==> src/common/ilk_regs.svh <==
/*
 * Register offsets, field positions, reset values and timing counts
 * of the guard interlock controller.
 * Assumes a 32-bit classic Wishbone bus with byte addresses.
 */
`ifndef ILK_REGS_SVH
`define ILK_REGS_SVH

// ==================================================================
// Register offsets
`define ILK_CTRL_OFF     8'h00
`define ILK_STAT_OFF     8'h04
`define ILK_IRQ_STAT_OFF 8'h08
`define ILK_IRQ_CLR_OFF  8'h0C
`define ILK_IRQ_EN_OFF   8'h10

// ==================================================================
// Control fields
`define ILK_CTRL_INDIV   0
`define ILK_CTRL_SINGLE  1
`define ILK_CTRL_REPEAT  2
`define ILK_CTRL_PLOCK   3
`define ILK_CTRL_ALTOUT  4
`define ILK_CTRL_RST     5'h05

// ==================================================================
// Interrupt events
`define ILK_EV_TEACH     0
`define ILK_EV_COMMIT    1
`define ILK_EV_ABORT     2
`define ILK_EV_INH_DONE  3

// ==================================================================
// Times in milliseconds, one tick is one millisecond
`define ILK_TICK_HZ      1000
`define ILK_CLK_HZ       50000000
`define ILK_TEACH_MS     10000
`define ILK_POWEROFF_MS  300000
`define ILK_INHIBIT_MS   600000
`define ILK_SLOW_MS      1000
`define ILK_FAST_MS      333
`define ILK_FAST_ON_MS   83
`define ILK_ABORT_FLASH  5

`endif

==> src/common/ilk_pkg.sv <==
/*
 * Types of the guard interlock controller.
 * Assumes ilk_regs.svh for all numeric constants.
 */
package ilk_pkg;

   // ===============================================================
   // Control states
   typedef enum logic [2:0] {
      ILK_BOOT   = 3'b000,
      ILK_RUN    = 3'b001,
      ILK_TEACH  = 3'b010,
      ILK_REQOFF = 3'b011,
      ILK_ABORT  = 3'b100
   } ilk_state_t;

   // ===============================================================
   // Pin inputs, one bit each
   typedef struct packed {
      logic chain_input_first;
      logic chain_input_second;
      logic guard_closed;
      logic act_detect;
      logic handle_ok;
      logic lock_cmd;
   } ilk_pins_t;

   // ===============================================================
   // Non-volatile flags kept across power cycles
   typedef struct packed {
      logic code_valid;
      logic pending;
      logic inhibit;
      logic spent;
   } ilk_nv_t;

   // ===============================================================
   // Status LEDs
   typedef struct packed {
      logic green;
      logic yellow;
      logic red;
   } ilk_led_t;

endpackage

==> src/rtl/ilk_ctrl.sv <==
/*
 * Teach-in, lock decode, safety output and LED control of a solenoid
 * guard interlock, with a classic Wishbone register slave.
 * Assumes sys_rst_i is the power-on reset, a non-volatile store on the
 * same clock behind nv_*, and an actuator code valid with act_detect.
 */
// The Wishbone slave port and the address map were decided locally.
// Behaviour
// RL1: Power-up with actuator present starts teach: green off, red on, yellow 1 Hz.
// RL2: After ten seconds of teach, yellow flashes briefly at 3 Hz.
// RL3: No power-off within five minutes aborts teach; red flashes five times.
// RL4: After power returns, second detection of actuator activates and stores code.
// RL5: Single-teach variant keeps first pairing and refuses later teach.
// RL6: Repeat-teach variant allows new teach any number of times.
// RL7: New actuator code replaces old one; old actuator no longer accepted.
// RL8: After learning, safety outputs stay off ten minutes; the code applies this inhibit only in the repeat-teach variant.
// RL9: Green flashes until inhibit expired and new actuator detected.
// RL10: Power loss during inhibit restarts full inhibit at next power-up.
// RL11: No locking while handle sits between its two positions.
// RL12: Power-to-unlock: command high unlocks, low locks.
// RL13: Power-to-lock: command high locks, low releases.
// RL14: Standard outputs drop as soon as the interlock unlocks.
// RL15: Standard outputs return on relock while actuator stays inserted.
// RL16: Alternate outputs drop only when guard opens.
// RL17: Green supply, yellow operating condition, red error.
// RL18: Chain input missing: green 1 Hz, red off, yellow by guard state.
// RL19: All timings come from one free-running tick cleared at reset.
`timescale 1ns/1ps
`include "ilk_regs.svh"

module ilk_ctrl #(
   parameter int CODE_W      = 16,
   parameter int TICK_CYCLES = `ILK_CLK_HZ / `ILK_TICK_HZ,
   parameter int TEACH_MS    = `ILK_TEACH_MS,
   parameter int POWEROFF_MS = `ILK_POWEROFF_MS,
   parameter int INHIBIT_MS  = `ILK_INHIBIT_MS
) (
   input  wire logic                    clock_i,
   input  wire logic                    sys_rst_i,
   input  wire logic [7:0]              wb_adr_i,
   input  wire logic [31:0]             wb_dat_i,
   output logic      [31:0]             wb_dat_o,
   input  wire logic                    wb_we_i,
   input  wire logic [3:0]              wb_sel_i,
   input  wire logic                    wb_cyc_i,
   input  wire logic                    wb_stb_i,
   output logic                         wb_ack_o,
   input  wire ilk_pkg::ilk_pins_t      pins_i,
   input  wire logic [CODE_W-1:0]       act_code_i,
   input  wire ilk_pkg::ilk_nv_t        nv_i,
   input  wire logic [CODE_W-1:0]       nv_code_i,
   output ilk_pkg::ilk_nv_t             nv_o,
   output logic      [CODE_W-1:0]       nv_code_o,
   output logic                         nv_we_o,
   output logic                         lock_o,
   output logic                         safety_output_first_o,
   output logic                         safety_output_second_o,
   output ilk_pkg::ilk_led_t            led_o,
   output logic                         irq_o
);

   // ===============================================================
   // Pin synchronisers, three stages, second and third must agree
   localparam int NP = $bits(ilk_pkg::ilk_pins_t);
   logic [NP-1:0] s1;
   logic [NP-1:0] s2;
   logic [NP-1:0] s3;
   logic [NP-1:0] filt;
   logic [NP-1:0] next_filt;
   ilk_pkg::ilk_pins_t pin;

   for (genvar g = 0; g < NP; g++) begin : gsync
      always_comb begin
         next_filt[g] = (s2[g] == s3[g]) ? s3[g] : filt[g];
      end
   end

   always_ff @(posedge clock_i) begin
      if (sys_rst_i) begin
         s1   <= '0;
         s2   <= '0;
         s3   <= '0;
         filt <= '0;
      end else begin
         s1   <= pins_i;
         s2   <= s1;
         s3   <= s2;
         filt <= next_filt;
      end
   end
   assign pin = filt;

   // ===============================================================
   // Millisecond tick and flash phases
   logic [$clog2(TICK_CYCLES)-1:0] pre;
   logic [$clog2(TICK_CYCLES)-1:0] next_pre;
   logic [9:0]                     ph1;
   logic [9:0]                     next_ph1;
   logic [8:0]                     ph3;
   logic [8:0]                     next_ph3;
   logic                           tick;
   logic                           slow;
   logic                           fast;

   always_comb begin
      tick     = (pre == ($clog2(TICK_CYCLES))'(TICK_CYCLES - 1)); // RL19
      next_pre = tick ? '0 : pre + 1'b1;
      next_ph1 = ph1;
      next_ph3 = ph3;
      if (tick) begin
         next_ph1 = (ph1 == 10'(`ILK_SLOW_MS - 1)) ? '0 : ph1 + 1'b1;
         next_ph3 = (ph3 == 9'(`ILK_FAST_MS - 1)) ? '0 : ph3 + 1'b1;
      end
      slow = (ph1 < 10'(`ILK_SLOW_MS / 2));
      fast = (ph3 < 9'(`ILK_FAST_ON_MS));
   end
   always_ff @(posedge clock_i) begin
      if (sys_rst_i) begin
         pre <= '0; // RL19
         ph1 <= '0;
         ph3 <= '0;
      end else begin
         pre <= next_pre;
         ph1 <= next_ph1;
         ph3 <= next_ph3;
      end
   end

   // ===============================================================
   // Control registers
   logic [4:0] ctrl;
   logic [3:0] irq_en;
   logic [3:0] irq_st;
   logic [3:0] ev;
   wire logic  indiv    = ctrl[`ILK_CTRL_INDIV];
   wire logic  single   = ctrl[`ILK_CTRL_SINGLE];
   wire logic  repeat_v = ctrl[`ILK_CTRL_REPEAT];
   wire logic  plock    = ctrl[`ILK_CTRL_PLOCK];
   wire logic  altout   = ctrl[`ILK_CTRL_ALTOUT];

   // ===============================================================
   // Teach and lock state
   ilk_pkg::ilk_state_t st;
   ilk_pkg::ilk_state_t next_st;
   logic [31:0]         tmr;
   logic [31:0]         next_tmr;
   logic [31:0]         itmr;
   logic [31:0]         next_itmr;
   logic [CODE_W-1:0]   code;
   logic [CODE_W-1:0]   next_code;
   logic [CODE_W-1:0]   pcode;
   logic [CODE_W-1:0]   next_pcode;
   ilk_pkg::ilk_nv_t    nv;
   ilk_pkg::ilk_nv_t    next_nv;
   logic                armed;
   logic                next_armed;
   logic                inh;
   logic                next_inh;
   logic                locked;
   logic                next_locked;
   logic                outs;
   logic                next_outs;
   logic                we;
   logic                next_we;
   logic                act_ok;
   logic                lock_req;
   logic                chain_ok;

   always_comb begin
      next_st     = st;
      next_tmr    = tick ? tmr + 1'b1 : tmr;
      next_itmr   = (tick && inh) ? itmr + 1'b1 : itmr;
      next_code   = code;
      next_pcode  = pcode;
      next_nv     = nv;
      next_armed  = armed;
      next_inh    = inh;
      next_we     = 1'b0;
      ev          = '0;
      chain_ok    = pin.chain_input_first & pin.chain_input_second;
      // Standard coding accepts any actuator
      act_ok      = pin.act_detect &
                    (!indiv || (nv.code_valid && !nv.pending &&
                                act_code_i == code)); // RL4 RL7
      lock_req    = plock ? pin.lock_cmd : !pin.lock_cmd; // RL12 RL13
      case (st)
         ilk_pkg::ILK_BOOT: begin
            // Store contents only valid after reset release
            next_nv    = nv_i;
            next_code  = nv_code_i;
            next_pcode = nv_code_i;
            next_armed = 1'b1;
            next_inh   = nv_i.inhibit; // RL10
            next_itmr  = '0; // RL10
            next_st    = ilk_pkg::ILK_RUN;
         end
         ilk_pkg::ILK_RUN: begin
            if (armed && pin.act_detect && indiv) begin
               next_armed = 1'b0;
               if (nv.pending && act_code_i == pcode) begin
                  next_code       = pcode; // RL4 RL7
                  next_nv.code_valid = 1'b1;
                  next_nv.pending = 1'b0;
                  next_nv.spent   = single; // RL5
                  next_nv.inhibit = repeat_v; // RL8
                  next_inh        = repeat_v; // RL8
                  next_itmr       = '0;
                  next_we         = 1'b1; // RL4
                  ev[`ILK_EV_COMMIT] = 1'b1;
               end else if (!(nv.code_valid && act_code_i == code) &&
                            !(nv.spent || (nv.code_valid && !repeat_v))) begin
                  next_pcode = act_code_i; // RL1 RL5 RL6
                  next_tmr   = '0;
                  next_st    = ilk_pkg::ILK_TEACH;
                  ev[`ILK_EV_TEACH] = 1'b1;
               end
            end else if (pin.act_detect) begin
               next_armed = 1'b0;
            end
            if (inh && itmr >= 32'(INHIBIT_MS) && act_ok) begin
               next_inh        = 1'b0; // RL9
               next_nv.inhibit = 1'b0;
               next_we         = 1'b1;
               ev[`ILK_EV_INH_DONE] = 1'b1;
            end
         end
         ilk_pkg::ILK_TEACH: begin
            if (tmr >= 32'(TEACH_MS)) begin
               // Pending code must survive the requested power cycle
               next_nv.pending = 1'b1; // RL2
               next_we         = 1'b1;
               next_tmr        = '0;
               next_st         = ilk_pkg::ILK_REQOFF;
            end
         end
         ilk_pkg::ILK_REQOFF: begin
            if (tmr >= 32'(POWEROFF_MS)) begin
               next_pcode      = code; // RL3
               next_nv.pending = 1'b0; // RL3
               next_we         = 1'b1;
               next_tmr        = '0;
               next_st         = ilk_pkg::ILK_ABORT;
               ev[`ILK_EV_ABORT] = 1'b1;
            end
         end
         ilk_pkg::ILK_ABORT: begin
            if (tmr >= 32'(`ILK_ABORT_FLASH * `ILK_SLOW_MS)) begin
               next_st = ilk_pkg::ILK_RUN; // RL3
            end
         end
         default: begin
            next_st = ilk_pkg::ILK_BOOT;
         end
      endcase
      // Locking needs closed guard; handle checked only when engaging
      next_locked = (st == ilk_pkg::ILK_RUN) && lock_req &&
                    pin.guard_closed && act_ok &&
                    (locked || pin.handle_ok); // RL11
      next_outs   = (st == ilk_pkg::ILK_RUN) && chain_ok && act_ok &&
                    !inh && // RL8
                    (altout ? pin.guard_closed // RL16
                            : next_locked); // RL14 RL15
   end
   always_ff @(posedge clock_i) begin
      if (sys_rst_i) begin
         st     <= ilk_pkg::ILK_BOOT;
         tmr    <= '0; // RL19
         itmr   <= '0;
         code   <= '0;
         pcode  <= '0;
         nv     <= '0;
         armed  <= 1'b0;
         inh    <= 1'b0;
         locked <= 1'b0;
         outs   <= 1'b0;
         we     <= 1'b0;
      end else begin
         st     <= next_st;
         tmr    <= next_tmr;
         itmr   <= next_itmr;
         code   <= next_code;
         pcode  <= next_pcode;
         nv     <= next_nv;
         armed  <= next_armed;
         inh    <= next_inh;
         locked <= next_locked;
         outs   <= next_outs;
         we     <= next_we;
      end
   end

   assign nv_o      = nv;
   assign nv_code_o = pcode;
   assign nv_we_o   = we;
   assign lock_o    = locked;
   assign safety_output_first_o  = outs;
   assign safety_output_second_o = outs;

   // ===============================================================
   // LEDs
   ilk_pkg::ilk_led_t led;
   ilk_pkg::ilk_led_t next_led;

   always_comb begin
      next_led.green  = 1'b1; // RL17
      next_led.red    = 1'b0;
      next_led.yellow = locked ? 1'b1 :
                        (pin.guard_closed ? slow : 1'b0); // RL18
      if (!chain_ok || inh) begin
         next_led.green = slow; // RL9 RL18
      end
      case (st)
         ilk_pkg::ILK_TEACH: begin
            next_led = '{green: 1'b0, yellow: slow, red: 1'b1}; // RL1
         end
         ilk_pkg::ILK_REQOFF: begin
            next_led = '{green: 1'b0, yellow: fast, red: 1'b1}; // RL2
         end
         ilk_pkg::ILK_ABORT: begin
            next_led.red = slow; // RL3
         end
         default: begin
         end
      endcase
   end
   always_ff @(posedge clock_i) begin
      if (sys_rst_i) begin
         led <= '0;
      end else begin
         led <= next_led;
      end
   end
   assign led_o = led;

   // ===============================================================
   // Wishbone slave, one wait state, unmapped reads return zero
   logic        ack;
   logic        next_ack;
   logic [31:0] dat;
   logic [31:0] next_dat;
   logic [4:0]  next_ctrl;
   logic [3:0]  next_irq_en;
   logic [3:0]  next_irq_st;
   logic [3:0]  clr;
   logic        wr;

   always_comb begin
      next_ack    = wb_cyc_i && wb_stb_i && !ack;
      wr          = next_ack && wb_we_i && wb_sel_i[0];
      next_dat    = '0;
      next_ctrl   = ctrl;
      next_irq_en = irq_en;
      clr         = '0;
      if (wb_adr_i == `ILK_CTRL_OFF) begin
         next_dat = {27'h0000000, ctrl};
         if (wr) begin
            next_ctrl = wb_dat_i[4:0];
         end
      end else if (wb_adr_i == `ILK_STAT_OFF) begin
         next_dat = {22'h000000, nv.spent, nv.pending, nv.code_valid,
                     inh, chain_ok, outs, locked, st};
      end else if (wb_adr_i == `ILK_IRQ_STAT_OFF) begin
         next_dat = {28'h0000000, irq_st};
      end else if (wb_adr_i == `ILK_IRQ_CLR_OFF) begin
         if (wr) begin
            clr = wb_dat_i[3:0];
         end
      end else if (wb_adr_i == `ILK_IRQ_EN_OFF) begin
         next_dat = {28'h0000000, irq_en};
         if (wr) begin
            next_irq_en = wb_dat_i[3:0];
         end
      end
      // A new event wins over a clear in the same cycle
      next_irq_st = (irq_st & ~clr) | ev;
      if (!next_ack) begin
         next_dat = dat;
      end
   end
   always_ff @(posedge clock_i) begin
      if (sys_rst_i) begin
         ack    <= 1'b0;
         dat    <= '0;
         ctrl   <= `ILK_CTRL_RST;
         irq_en <= '0;
         irq_st <= '0;
      end else begin
         ack    <= next_ack;
         dat    <= next_dat;
         ctrl   <= next_ctrl;
         irq_en <= next_irq_en;
         irq_st <= next_irq_st;
      end
   end

   assign wb_ack_o = ack;
   assign wb_dat_o = dat;
   assign irq_o    = |(irq_st & irq_en);

endmodule

==> config.mk <==
export PLATFORM = sky130hd
export DESIGN_NAME = ilk_ctrl
export DESIGN_NICKNAME = d
export VERILOG_FILES = /design/src/common/ilk_pkg.sv /design/src/rtl/ilk_ctrl.sv
export VERILOG_INCLUDE_DIRS = /design/src /design/src/common
export SDC_FILE = /design/constraint.sdc
export NUM_CORES = 1
export LEC_CHECK = 0
export BUFFER_PORTS_ARGS = -buffer_cell sky130_fd_sc_hd__buf_4
export CELL_PAD_IN_SITES_DETAIL_PLACEMENT = 0
export CELL_PAD_IN_SITES_GLOBAL_PLACEMENT = 1
export CORE_MARGIN = 2
export CORE_UTILIZATION = 38
export DETAILED_ROUTE_END_ITERATION = 8
export PLACE_DENSITY_LB_ADDON = 0.05
export SKIP_CTS_REPAIR_TIMING = 1
export SLEW_MARGIN = 20
export SYNTH_ARGS = -nofsm -noshare
export SYNTH_HDL_FRONTEND = slang
export SYNTH_SLANG_ARGS = --single-unit
export TNS_END_PERCENT = 50
==> constraint.sdc <==
create_clock -name clock_i -period 2.4 [get_ports clock_i]
set_clock_uncertainty 0.1 [all_clocks]
set_input_delay 0.12 -clock clock_i [delete_from_list [all_inputs] [get_ports clock_i]]
set_output_delay 0.12 -clock clock_i [all_outputs]
set_load 0.03 [all_outputs]
# After elaboration in Yosys (flattened, before gate mapping)
# Index checks and enable logic that the tools add are counted.
# classes
magnitude_cmp,6
muxes,73
n_shift,0
n_mul,0
add_sub_neg,5
eq_ne,29
reduce_logical,52
bitwise,10
n_div,0
# op_table
operator,count
2-to-1 mux 32 bit,9
2-to-1 mux 16 bit,6
case mux 32 bit (3 select lines),1
"adder 32 x 1 -> 32 bit, second input constant",2
case mux 32 bit (2 select lines),1
case mux 16 bit (3 select lines),1
2-to-1 mux 4 bit,10
== test 16 bit,2
">= comparator 32 x 13 -> 1 bit, second input constant",1
">= comparator 32 x 14 -> 1 bit, second input constant",1
">= comparator 32 x 19 -> 1 bit, second input constant",1
">= comparator 32 x 20 -> 1 bit, second input constant",1
case mux 16 bit (2 select lines),1
2-to-1 mux 10 bit,3
logical AND 1 bit,23
2-to-1 mux 1 bit,23
2-to-1 mux 3 bit,6
"adder 16 x 1 -> 16 bit, second input constant",1
"== test 16 bit, second input constant",1
"== test 8 x 4 -> 1 bit, second input constant",2
case mux 3 bit (5 select lines),1
"inequality test 2 bit, second input constant",7
AND reduction 6 bit,2
"adder 10 x 1 -> 10 bit, second input constant",1
other kinds (35),68
# totals
word_cells,209
latch_bits,0
regBits,216
memories,0
out_inout_bits,61
mem_bits_ro,0
ramBits,0
in_bits,91

# Longest topological paths before layout
# depth
depth_word,12
ltp_mapped,11
mapped_depth_nobuf,8

# Worst setup path before layout
# No wires, ideal clock.
# synth_path
path_kind,register to register
startpoint,register pcode[14] (netlist: nv_code_o[14])
endpoint,register itmr[0]
setup_time_ps,118
t_required_ps,2182
stages_incl_launch_ff,12
n_path_buf,4
path_slack_ps,100
period_less_slack_ps,2300
arrival_time_ps,2082
path_cell_list,dfxtp_1 xor2_1 nor4_1 and3_1 and3b_1 buf_2 o21a_1 buf_2 or2_1 clkbuf_1 buf_2 nor2_1
# synth_via
elab_chain_len,5
# synth_rtl
element,line,text
from (decl),ilk_ctrl.sv:151,logic [CODE_W-1:0] pcode;
from (signal assigned),ilk_ctrl.sv:282,pcode <= next_pcode;
== test 16 bit,ilk_ctrl.sv:200,if (nv.pending && act_code_i == pcode) begin
logical AND 1 bit,ilk_ctrl.sv:200,
2-to-1 mux 32 bit,ilk_ctrl.sv:200,
2-to-1 mux 32 bit,ilk_ctrl.sv:198,if (armed && pin.act_detect && indiv) begin
case mux 32 bit (2 select lines),ilk_ctrl.sv:186,case (st)
to (signal assigned),ilk_ctrl.sv:280,itmr <= next_itmr;
to (decl),ilk_ctrl.sv:147,logic [31:0] itmr;
# Every way passes these cells.
# A chain may end at the register's enable or synchronous reset.

# Worst setup path in the final report
# layout_path
startpoint,register code[11]
endpoint,register pcode[9] (netlist: nv_code_o[9])
# layout_via
elab_chain_len,6
# layout_rtl
element,line,text
from (decl),ilk_ctrl.sv:149,logic [CODE_W-1:0] code;
from (signal assigned),ilk_ctrl.sv:281,code <= next_code;
== test 16 bit,ilk_ctrl.sv:210,end else if (!(nv.code_valid && act_code_i == code) &&
logical AND 1 bit,ilk_ctrl.sv:210,
logical NOT 1 bit,ilk_ctrl.sv:210,
logical AND 1 bit,ilk_ctrl.sv:210,
inequality test 2 bit (no source line),-,
AND reduction 5 bit (no source line),-,
# Every way passes these cells.

==> reports/results.ini <==
[setup_path]
slowest_stage = dfxtp_2
rrSetupSlack_ps = 70
worst-setup-path-type = reg -> reg
end_kind = register
startpoint_type = register
max_stage_delay_ps = 340
worstPathArrival_ps = 2560
worstPathCellList = xor2_1 > nor4_1 > buf_4 > nand4_1 > a21bo_2 > a311oi_4 > buf_6 > clkbuf_16 > o211ai_1 > o41ai_1
cp_max_fo = 8
required_ps = 2630

[placement]
dp.cells = 1554
dp_worst_setup_slack_ps = -6.939
dp.final_hpwl_mm = 17.85
globalplace.congestion = 0.8232
numPortBuffers = 99

[global_route]
grtUsageTotal_pct = 19.46
grt_antenna_before_repair = 0
grt_pass1_wl_mm = 40.50
overflow = 0
grt_max_degree = 52
grt_pass1_vias = 7684

[route]
route.detailed.wl_per_inst_um = 16.04
drt_wl_total_mm = 26.00
via_count = 8254
route.met3.wl_um = 998
top_layer = met4
drc = 0
wl_met1_mm = 12.91
viasPerCell = 5.092
dr.pass1.iters = 4
drt_iter0_drc = 411
ant_nets = 0
wl_met2_mm = 11.83

[yosys]
yosysWarnings = 0
synth_seq_cells = 193
synth-edff-count = 0
ys_types = 63
synth_ff_type = dfxtp_1
async_flop_share_pct = 0
synth.avg_cell_area_um2 = 8.407
syn_area_mm2 = 0.009340
yosysSeqAreaShare_pct = 41.37
syn_inst = 1111

[floorplan]
fp.dieArea_mm2 = 0.02585
initial_core_util_pct = 38.52
die_h_um = 160.8
ios = 152
num_rows = 57
fp.dieW_um = 160.8
core_mm2 = 0.02425

[clocking]
cts_sinks = 193
insertion_delay_ps = 440
root_buffer = clkbuf_16
cts_buffer_depth = 2
cts_tree = built
numCtsBuffers = 17
htreeDepth = 4
path_clk_slew_ps = 90

[outcome]
status = finished clean

[final_layout]
nets = 1383
fin_util_pct = 49.90
drive_above_1_share_pct = 21.90
layout_commonest_cell = dfxtp_1
stdcell_count = 1621
n_antenna_cell = 0
final_cell_mix = 186 x dfxtp_1, 179 x nor2_1, 176 x buf_4, 98 x nand2_1, 61 x xor2_1
syn_to_final_growth_pct = 29.54

[power]
power_switching_mw = 2.062
ir_drop_mv = 0.4699
p_leak_nw = 4.534
power.internal_mw = 5.085
swShare_pct = 28.85
pwr-share-clk_pct = 41.0
fin_total_pwr_mw = 7.146
power.density_mw_per_mm2 = 590.7
pwr-share-comb_pct = 12.1
seqPwrFrac_pct = 46.9

[sta]
hold_viol = 0
period_minus_slack_ps = 2328
fin_crit_sh_pct = 97.01
slew_viol_final = 0
setup_ws_ps = 71.78
setup_tns_ps = 0
fmax_ghz = 0.4295
tightest_slew_ps = 702.9
finalSetupViolCount = 0
maxSlewHeadroom_pct = 52.89
rsz0062_at_grt = yes

[hold_path]
hp-class = in -> reg

[run]
max_cap_viol_count = 0

[cell families (layout without fill, tap and decap cells)]
kind of cell / Yosys count / count (layout) / synth area share [%]
simple gates: 496 / 496 / 25.60
flops: 193 / 193 / 41.37
compound gates: 164 / 164 / 12.50
xor+xnor: 118 / 118 / 11.06
buf+inv: 104 / 269 / 5.466
mux: 27 / 27 / 2.894
fa+ha+maj: 8 / 8 / 1.072
other cells: 1 / 22 / 0.04015
[power by group through the flow]
stage	combinational (mW)	clock (mW)	sequential [mW]
detailed placement	0.768	0	3.42
global placement	0.770	0	3.42
floorplan	0.386	0	3.48
global route	0.933	3.13	3.36
CTS	0.772	3.04	3.35
finish	0.863	2.93	3.35
[cells in the mapped netlist, drive strengths merged, types with 4 or more instances]
master	n	share of area (%)
and4	9	0.84
xnor2	56	5.3
or4	4	0.32
or2	7	0.47
inv	19	0.76
xor2	62	5.8
o41ai	17	1.6
a2111oi	6	0.56
o31ai	4	0.32
a22oi	11	0.88
nor4	22	1.6
buf	44	3.1
nand2	98	3.9
a311oi	19	2.0
nand4	28	1.9
or3	10	0.67
clkbuf	41	1.6
a21oi	38	2.0
nand3	40	2.1
dfxtp	193	41
and2	8	0.54
nor2b	21	1.4
o21ai	24	1.3
ha	8	1.1
nor2	198	8.0
o211ai	17	1.4
a211oi	5	0.40
mux2i	27	2.9
and3	14	0.94
nor3	22	1.3
[flip-flops by register name, summed over array words and instances (netlist names)]
register / flops
tmr: 32
itmr: 32
st: 3
s2: 6
ctrl: 5
s1: 6
lock_o: 1
irq_en: 4
wb_ack_o: 1
safety_output_first_o: 1
armed: 1
irq_st: 4
nv_code_o: 16
nv_we_o: 1
nv_o: 4
s3: 6
wb_dat_o: 10
ph3: 9
pre: 16
code: 16
filt: 6
led_o: 3
ph1: 10
[worst paths after layout]
| path | start | to | depth (start not counted) |
|---|---|---|---|
| worst max-delay path | code[11] | nv_code_o[9] | 10 |
| worst min-delay path | nv_i[2] | nv_o[2] | 4 |
| worst max register to register | code[11] | nv_code_o[9] | 10 |
| worst min register to register | s1[1] | s2[1] | 1 |
[per-stage QoR]
step / hold slack [ps] / instance area (um^2)
2_1_floorplan: 148.2 / 9419
3_3_place_gp: 232.4 / 10840
3_5_place_dp: 235.2 / 10840
4_1_cts: -234.6 / 11450
5_1_grt: 61.40 / 12100
6_report: 17.21 / 12100
[layer usage]
layer	vias up	GRT usage, %
met5	-	0
met4	0	4.586
met3	18	3.796
met2	148	30.33
met1	3904	27.81
li1	4184	-
[worst max-delay path, delay by kind of cell (launching register included)]
family | cells | cell delay, ps
compound gates | 4 | 650
xor+xnor | 1 | 150
buf+inv | 3 | 500
flops | 1 | 340
simple gates | 2 | 470
[layout make-up]
cell class / count / area [um^2]
Timing Repair Buffer: 218 / 1864
Fill cell: 2378 / 12150
Tap cell: 324 / 405.4
Multi-Input combinational cell: 835 / 5279
Clock buffer: 17 / 425.4
Sequential cell: 193 / 3872
Clock inverter: 15 / 181.4
Inverter: 19 / 71.32
No activity file was read; power rests on OpenSTA's default activity.
